<file path="src/core/bpc_pkg.sv">
// package for the byte parity controller: register map, layouts, timing, types
package bpc_pkg;

  // ============================================================
  // register map (byte addresses, one 32-bit word each)
  localparam logic [11:0] CSR_OFFSET    = 12'h000;
  localparam logic [11:0] STATUS_OFFSET = 12'h004;
  localparam int          ADDR_W        = 12;

  // ============================================================
  // control/status word layout
  localparam int          CSR_ERR_EN_BIT   = 0;
  localparam int          CSR_WRONG_BIT    = 2;
  localparam int          CSR_ADDR_LSB     = 5;
  localparam int          CSR_ADDR_W       = 7;
  localparam int          CSR_PAR_ERR_BIT  = 15;
  localparam logic [15:0] CSR_WMASK        = 16'h8fe5;
  localparam logic [15:0] CSR_RST          = 16'h0000;

  // status word layout (live state, read only)
  localparam int          STS_ERR_FF_BIT   = 0;
  localparam int          STS_INH_FF_BIT   = 1;
  localparam int          STS_FSM_LSB      = 2;
  localparam int          STS_PAR_ERR_BIT  = 6;
  localparam int          STS_ODD_LSB      = 7;

  // ============================================================
  // timing, clock 40 MHz
  localparam int          CLK_PERIOD_NS    = 25;
  localparam int          SAMPLE_DELAY_NS  = 110;
  localparam int          PULSE_MIN_NS     = 25;
  localparam int          SAMPLE_CYC       = SAMPLE_DELAY_NS / CLK_PERIOD_NS;
  localparam int          PULSE_CYC        = (PULSE_MIN_NS + CLK_PERIOD_NS - 1) / CLK_PERIOD_NS;
  localparam int          CNT_W            = 3;
  localparam logic [CNT_W-1:0] SAMPLE_CNT_INIT = CNT_W'(SAMPLE_CYC - 1);
  localparam logic [CNT_W-1:0] PULSE_CNT_INIT  = CNT_W'(PULSE_CYC - 1);

  // ============================================================
  // types
  typedef enum logic [3:0] {
    BPC_IDLE      = 4'b0001,
    BPC_SAMPLE    = 4'b0010,
    BPC_ERR_PULSE = 4'b0100,
    BPC_HOLD      = 4'b1000
  } bpc_fsm_t;

  typedef enum logic [1:0] {
    BPC_REG_NONE   = 2'h0,
    BPC_REG_CSR    = 2'h1,
    BPC_REG_STATUS = 2'h2
  } bpc_reg_t;

  typedef struct packed {
    logic              psel;
    logic              penable;
    logic              pwrite;
    logic [ADDR_W-1:0] paddr;
    logic [31:0]       pwdata;
  } bpc_apb_req_t;

  typedef struct packed {
    logic        pready;
    logic [31:0] prdata;
    logic        pslverr;
  } bpc_apb_rsp_t;

  // backplane inputs, all asynchronous to SYS_CLK
  typedef struct packed {
    logic [15:0]           data;
    logic [CSR_ADDR_W-1:0] addr_hi;
    logic [1:0]            mem_par_n;
    logic                  write_cycle_indicator_n;
    logic                  bus_master_sync;
    logic                  memory_slave_sync;
    logic                  bus_init;
  } bpc_pins_t;

endpackage

</file>
<file path="src/core/bpc_top.sv">
// byte parity controller: parity gen/check, error sampling, slave sync control
//
// Chosen here: register access over APB and the register offsets.
`timescale 1ns/100ps
`default_nettype none
// ============================================================
// Summary of operation
// - generate on writes, check on reads
// - low byte owns bit 0, high bit 1
// - odd output high for odd ones count
// - correct write: ninth inputs high, odd parity
// - wrong-parity bit set: inverted parity written
// - read: inverted stored parity feeds ninth input
// - write: drive parity active low to memory
// - read: memory parity drivers stay off
// - error when either odd output low
// - sample error about 110 ns after sync
// - no sampling during write cycles
// - error sets flag bit 15, LED
// - error captures address high bits 5-11
// - parity error line only if enabled
// - error delays slave sync one extra pulse
// - slave sync = memory sync and not inhibit
// - master sync assertion presets inhibit
// - error pulse end clears inhibit
// - clean read leaves inhibit cleared at sample
// - write cycle holds inhibit cleared
// - bus init clears bits 0, 2, 15
module bpc_top
  import bpc_pkg::*;
(
  input  wire logic                  SYS_CLK,          // 40 MHz clock
  input  wire logic                  NRST,             // async reset, active low
  input  wire bpc_pkg::bpc_apb_req_t APB_REQ,          // apb request
  output var bpc_pkg::bpc_apb_rsp_t  APB_RSP,          // apb response
  input  wire bpc_pkg::bpc_pins_t    BUS_IN,           // backplane inputs
  output logic                       BUS_SLAVE_SYNC,   // slave sync to master, high
  output logic                       BUS_PARITY_ERROR, // parity error line, high
  output logic                       ERROR_LED,        // error indicator
  output logic [1:0]                 MEM_PARITY_OUT_N, // parity to memory, low = one
  output logic [1:0]                 MEM_PARITY_OE_N   // driver enable, low = drive
);
  import bpc_pkg::*;

  // ============================================================
  // state
  typedef struct packed {
    bpc_pins_t             s1;
    bpc_pins_t             s2;
    logic                  msync_prev;
    bpc_fsm_t              fsm;
    logic [CNT_W-1:0]      cnt;
    logic                  err_ff;
    logic                  inh_ff;
    logic [15:0]           control_status_word;
    logic [1:0]            par_out_n;
    logic [1:0]            par_oe_n;
    logic [31:0]           prdata;
    logic                  slverr;
  } bpc_state_t;

  // synchroniser reset matches idle pin levels, so no false write or edge follows reset
  localparam bpc_pins_t PINS_IDLE = '{
    data:                    16'h0000,
    addr_hi:                 '0,
    mem_par_n:               2'b11,
    write_cycle_indicator_n: 1'b1,
    bus_master_sync:         1'b0,
    memory_slave_sync:       1'b0,
    bus_init:                1'b0
  };

  localparam bpc_state_t ST_RST = '{
    s1:         PINS_IDLE,
    s2:         PINS_IDLE,
    msync_prev: 1'b0,
    fsm:        BPC_IDLE,
    cnt:        '0,
    err_ff:     1'b0,
    inh_ff:     1'b0,
    control_status_word:        CSR_RST,
    par_out_n:  2'b11,
    par_oe_n:   2'b11,
    prdata:     32'h0000_0000,
    slverr:     1'b0
  };

  logic       rst_meta_ff;
  logic       rst_n_ff;
  bpc_state_t st_ff;
  bpc_state_t nxt_st;

  logic       writing;
  logic       msync_rise;
  logic       par_err;
  logic [1:0] odd;
  logic [8:0] tree_in;
  bpc_reg_t   sel;

  // ============================================================
  // functions
  function automatic logic bpc_odd(input logic [8:0] bits);
    return ^bits;
  endfunction

  function automatic bpc_reg_t bpc_decode(input logic [ADDR_W-1:0] addr);
    bpc_reg_t r;
    r = BPC_REG_NONE;
    if (addr == CSR_OFFSET) begin
      r = BPC_REG_CSR;
    end else if (addr == STATUS_OFFSET) begin
      r = BPC_REG_STATUS;
    end
    return r;
  endfunction

  // ============================================================
  // reset release
  always_ff @(posedge SYS_CLK or negedge NRST) begin
    if (!NRST) begin
      rst_meta_ff <= 1'b0;
      rst_n_ff    <= 1'b0;
    end else begin
      rst_meta_ff <= 1'b1;
      rst_n_ff    <= rst_meta_ff;
    end
  end

  // ============================================================
  // next state
  always_comb begin
    nxt_st     = st_ff;
    tree_in    = '0;
    odd        = '0;
    sel        = bpc_decode(APB_REQ.paddr);

    // two-flop synchronisers on all backplane inputs
    nxt_st.s1         = BUS_IN;
    nxt_st.s2         = st_ff.s1;
    nxt_st.msync_prev = st_ff.s2.bus_master_sync;

    writing    = ~st_ff.s2.write_cycle_indicator_n;
    msync_rise = st_ff.s2.bus_master_sync & ~st_ff.msync_prev;

    // parity trees, one per byte
    for (int i = 0; i < 2; i++) begin
      tree_in[7:0] = st_ff.s2.data[i*8 +: 8];
      if (writing) begin
        tree_in[8] = ~st_ff.control_status_word[CSR_WRONG_BIT];
      end else begin
        tree_in[8] = ~st_ff.s2.mem_par_n[i];
      end
      odd[i] = bpc_odd(tree_in);
    end
    par_err = ~writing & ~(&odd);

    // internal bus drivers only during writes
    nxt_st.par_out_n = ~odd;
    nxt_st.par_oe_n  = writing ? 2'b00 : 2'b11;

    // apb: read data captured in setup phase, writes at access
    if (APB_REQ.psel && !APB_REQ.penable) begin
      nxt_st.slverr = (sel == BPC_REG_NONE);
      unique case (sel)
        BPC_REG_CSR: begin
          nxt_st.prdata = {16'h0000, st_ff.control_status_word};
        end
        BPC_REG_STATUS: begin
          nxt_st.prdata = 32'h0000_0000;
          nxt_st.prdata[STS_ERR_FF_BIT]           = st_ff.err_ff;
          nxt_st.prdata[STS_INH_FF_BIT]           = st_ff.inh_ff;
          nxt_st.prdata[STS_FSM_LSB +: 4]         = st_ff.fsm;
          nxt_st.prdata[STS_PAR_ERR_BIT]          = par_err;
          nxt_st.prdata[STS_ODD_LSB +: 2]         = odd;
        end
        BPC_REG_NONE: begin
          nxt_st.prdata = 32'h0000_0000;
        end
      endcase
    end
    if (APB_REQ.psel && APB_REQ.penable && APB_REQ.pwrite && sel == BPC_REG_CSR) begin
      nxt_st.control_status_word = APB_REQ.pwdata[15:0] & CSR_WMASK;
    end

    // bus initialize clears enable, wrong-parity and error flag
    if (st_ff.s2.bus_init) begin
      nxt_st.control_status_word[CSR_ERR_EN_BIT]  = 1'b0;
      nxt_st.control_status_word[CSR_WRONG_BIT]   = 1'b0;
      nxt_st.control_status_word[CSR_PAR_ERR_BIT] = 1'b0;
    end

    // memory sync dropped: end of cycle cleanup
    if (!st_ff.s2.memory_slave_sync && st_ff.fsm != BPC_IDLE) begin
      nxt_st.fsm    = BPC_IDLE;
      nxt_st.err_ff = 1'b0;
      nxt_st.inh_ff = 1'b0;
    end else begin
      unique case (st_ff.fsm)
        BPC_IDLE: begin
          if (st_ff.s2.memory_slave_sync && !writing) begin
            nxt_st.fsm = BPC_SAMPLE;
            nxt_st.cnt = SAMPLE_CNT_INIT;
          end
        end
        BPC_SAMPLE: begin
          if (writing) begin
            nxt_st.fsm = BPC_IDLE;
          end else if (st_ff.cnt != '0) begin
            nxt_st.cnt = st_ff.cnt - CNT_W'(1);
          end else begin
            nxt_st.err_ff = par_err;
            nxt_st.inh_ff = par_err;
            if (par_err) begin
              nxt_st.fsm = BPC_ERR_PULSE;
              nxt_st.cnt = PULSE_CNT_INIT;
              nxt_st.control_status_word[CSR_PAR_ERR_BIT] = 1'b1;
              nxt_st.control_status_word[CSR_ADDR_LSB +: CSR_ADDR_W] = st_ff.s2.addr_hi;
            end else begin
              nxt_st.fsm = BPC_HOLD;
            end
          end
        end
        BPC_ERR_PULSE: begin
          if (st_ff.cnt != '0) begin
            nxt_st.cnt = st_ff.cnt - CNT_W'(1);
          end else begin
            nxt_st.inh_ff = 1'b0;
            nxt_st.fsm    = BPC_HOLD;
          end
        end
        BPC_HOLD: begin
          nxt_st.fsm = BPC_HOLD;
        end
        default: begin
          nxt_st.fsm = BPC_IDLE;
        end
      endcase
    end

    // master sync assertion blocks slave sync until released
    if (msync_rise) begin
      nxt_st.inh_ff = 1'b1;
    end
    // writes never wait on the inhibit
    if (writing) begin
      nxt_st.inh_ff = 1'b0;
    end
  end

  // ============================================================
  // state register
  always_ff @(posedge SYS_CLK or negedge rst_n_ff) begin
    if (!rst_n_ff) begin
      st_ff <= ST_RST;
    end else begin
      st_ff <= nxt_st;
    end
  end

  // ============================================================
  // outputs
  always_comb begin
    APB_RSP.pready  = APB_REQ.psel & APB_REQ.penable;
    APB_RSP.prdata  = st_ff.prdata;
    APB_RSP.pslverr = st_ff.slverr & APB_REQ.psel & APB_REQ.penable;
  end

  assign BUS_SLAVE_SYNC   = st_ff.s2.memory_slave_sync & ~st_ff.inh_ff;
  assign BUS_PARITY_ERROR = st_ff.err_ff & st_ff.control_status_word[CSR_ERR_EN_BIT];
  assign ERROR_LED        = st_ff.control_status_word[CSR_PAR_ERR_BIT];
  assign MEM_PARITY_OUT_N = st_ff.par_out_n;
  assign MEM_PARITY_OE_N  = st_ff.par_oe_n;

endmodule
`default_nettype wire

</file>
<file path="config.mk">
export PLATFORM = sky130hd
export DESIGN_NAME = bpc_top
export DESIGN_NICKNAME = d
export VERILOG_FILES = /design/src/core/bpc_pkg.sv /design/src/core/bpc_top.sv
export SDC_FILE = /design/constraint.sdc
export NUM_CORES = 1
export LEC_CHECK = 0
export BUFFER_PORTS_ARGS = -buffer_cell sky130_fd_sc_hd__buf_2
export CORE_UTILIZATION = 55
export CTS_CLUSTER_SIZE = 40
export DETAILED_ROUTE_END_ITERATION = 7
export PLACE_DENSITY = 0.84
export SLEW_MARGIN = 20
export SYNTH_ARGS = -nofsm -noshare
export SYNTH_HDL_FRONTEND = slang
export SYNTH_SLANG_ARGS = --single-unit
export TNS_END_PERCENT = 100
</file>
<file path="constraint.sdc">
create_clock -name SYS_CLK -period 4.35 [get_ports SYS_CLK]
set_input_delay 0.435 -clock SYS_CLK [delete_from_list [all_inputs] [get_ports SYS_CLK]]
set_output_delay 0.435 -clock SYS_CLK [all_outputs]
set_load 0.05 [all_outputs]
</file>
==> impl_metrics.toml <==
[outcome]
outcome = "completed"

[synthesis]
ys_seq_elements = 97
post-synth-top-area-fraction = 0.545
synth_area_leaders = "dfrtp_1, buf_4, dfstp_2"
synthTopCellsByCount = "dfrtp_1, buf_4, nor2_1, inv_1, mux2i_1"
synth_area_mm2 = 0.00400
synth_ff_type = "dfrtp_1"
synth_warnings = 0
synthCells = 296
synth.most_common_cell = "dfrtp_1"
synth_cell_type_count = 57
async_flop_share = 1.00
syn_avg_cell_area_um2 = 13.5
synth_largest_area_cell = "dfrtp_1"
synth_edf_count = 0
ys_seq_area_frac = 0.610

[worst_setup_path]
worstRegToRegCells = 7
cp_slowest_cell = "dfrtp_1"
cpMostUsedCell = "ha_1"
crit_buf_inv = 1
crit_chain = "inv_1 -> ha_1 -> ha_1 -> a311oi_1 -> o21ai_1 -> mux2_1 -> a311o_1"
critPathRequiredTime_ns = 4.60
worst_setup_path_end_kind = "flip-flop"
crit_type = "reg -> reg"
reg2reg_slack_ns = 2.03
slowest_delay_ns = 0.38
crit_path_start_kind = "flip-flop"
crit_fanout = 10
worst_ep_arrival_time_ns = 2.57
cp.depth = 7
critPathTopFamily = "compound AO/OA/AOI/OAI gates"

[clock_tree]
cts_buffer_depth = 2
cts-root-buf = "clkbuf_8"
cts_tree = "yes"
insertion_delay_ns = 0.37
cts-buffers-inserted = 9
cts_setup_buffers = 0
clk_pin_slew_ns = 0.08
cts_sinks = 97
htreeDepth = 3
cts_resized = 0
holdBufCountCts = 1

[final_layout]
fin_util = 0.645
drive_gt1_frac = 0.359
synthToLayoutAreaGrowth_pct = 11.4
antennaDiodeCount = 0
nets = 438
fillers = 561
finalNonFillerCells = 458

[routing]
viasPerCell = 4.95
vias = 2266
drc = 0
wl_per_cell_um = 13.3
drt-initial-drc-count = 148
firstDrtPassIters = 4
ant_nets = 0
wl_um = 6110

[die]
die_y_um = 87.3
io_pins = 119
initial_core_util = 0.579
coreArea_mm2 = 0.00691
dieArea_mm2 = 0.00761
rows = 30
die_w_um = 87.3

[placed_design]
gp_congestion = 0.786
port_buffers = 77
dp_cells = 440
pre_cts_slack_ns = 1.82
dp_hpwl_um = 4250

[grt]
grt_pass1_vias = 2201
grt_antenna_before_repair = 0
grt_max_degree = 96
grt_overflow = 0
grt_first_pass_wirelength_um = 9970
grt_usage = 0.180

[timing]
relSlewSlack = 0.575
worst_slack_ns = 2.03
worst_pin_slew_ns = 0.635
rsz0062_at_grt = "no"
slew_viol_final = 0
tns_ns = 0
fmax_ghz = 0.431
finalCritPeriodShare = 0.533
worst_hold_slack_ns = 0.167
finClkSkew_ns = 0.0141
setup_viol = 0
post-route-min-period_ns = 2.32
hold_viol = 0

[min_path]
hold_class = "in -> reg"
hold_depth = 1

[power_and_ir_drop]
power_density_mw_per_mm2 = 407
ir_drop_uv = 296
p_leak_nw = 2.19

[job]
maxCapViolations = 0
## placed cells by master (no fill, tap or decap), drive strengths merged, types with 4 or more instances in the layout
master,n
nor2,13
a21oi,8
dfstp,10
xnor2,12
dfrtp,87
clkbuf,9
nand2,7
and2,4
o21ai,13
buf,78
conb,20
a22o,7
mux2,16
mux2i,11
inv,15
## path summary, 6_finish.rpt
path | startpoint | endpoint
worst max-delay path | st_ff[55] | st_ff[55]
worst min-delay path | BUS_IN[5] | nxt_st[68]
worst max register to register | st_ff[55] | st_ff[55]
worst min register to register | nxt_st[74] | st_ff[74]
max in group asynchronous | rst_n_ff | MEM_PARITY_OE_N[0]
min in group asynchronous | rst_n_ff | st_ff[62]
## state kept, by name, indices dropped and copies added (netlist names)
register / cells
APB_RSP: 13
ERROR_LED: 1
MEM_PARITY_OE_N: 1
MEM_PARITY_OUT_N: 2
nxt_st: 30
rst_meta_ff: 1
rst_n_ff: 1
st_ff: 48
## routing by layer
layer | part of all wire | track usage | vias up
met2 | 0.50 | 0.289 | 89
met4 | 0.028 | 0.112 | 0
li1 | - | - | 1068
met1 | 0.41 | 0.221 | 1095
met3 | 0.065 | 0.0427 | 14
met5 | 0 | 0 | -
## kinds of logic (layout without fill, tap and decap cells)
kind of cell / count (synthesis) / after routing / share of synthesized area
flops: 97 / 97 / 0.610
buf+inv: 59 / 107 / 0.0983
simple gates: 50 / 50 / 0.0717
compound gates: 42 / 42 / 0.0754
mux: 27 / 27 / 0.0792
xor+xnor: 16 / 16 / 0.0538
fa+ha+maj: 3 / 3 / 0.00939
other cells: 2 / 20 / 0.00188
## per-stage QoR
step | cell area [µm²] | total power, mW
4_1_cts | 4430 | 1.83
3_5_place_dp | 4230 | 1.25
3_3_place_gp | 4230 | 1.25
5_1_grt | 4450 | 1.89
2_1_floorplan | 4070 | 1.21
6_report | 4450 | 1.81
## report_power, final
| part | switching (mW) | internal, mW |
|---|---|---|
| Clock | 0.305 | 0.270 |
| Sequential | 0.0283 | 0.952 |
| Combinational | 0.174 | 0.0840 |
## cell type report
type / instances / area (µm²) / share of cell area
flip-flops and latches: 97 / 2440 / 0.549
multi-input cells: 158 / 1230 / 0.277
repair buffers: 79 / 415 / 0.0933
clock buffers: 9 / 124 / 0.0278
well taps: 96 / 120 / 0.0270
clock inverters: 7 / 73.8 / 0.0166
inverters: 12 / 45.0 / 0.0101
Power figures use the tool's default switching activity.
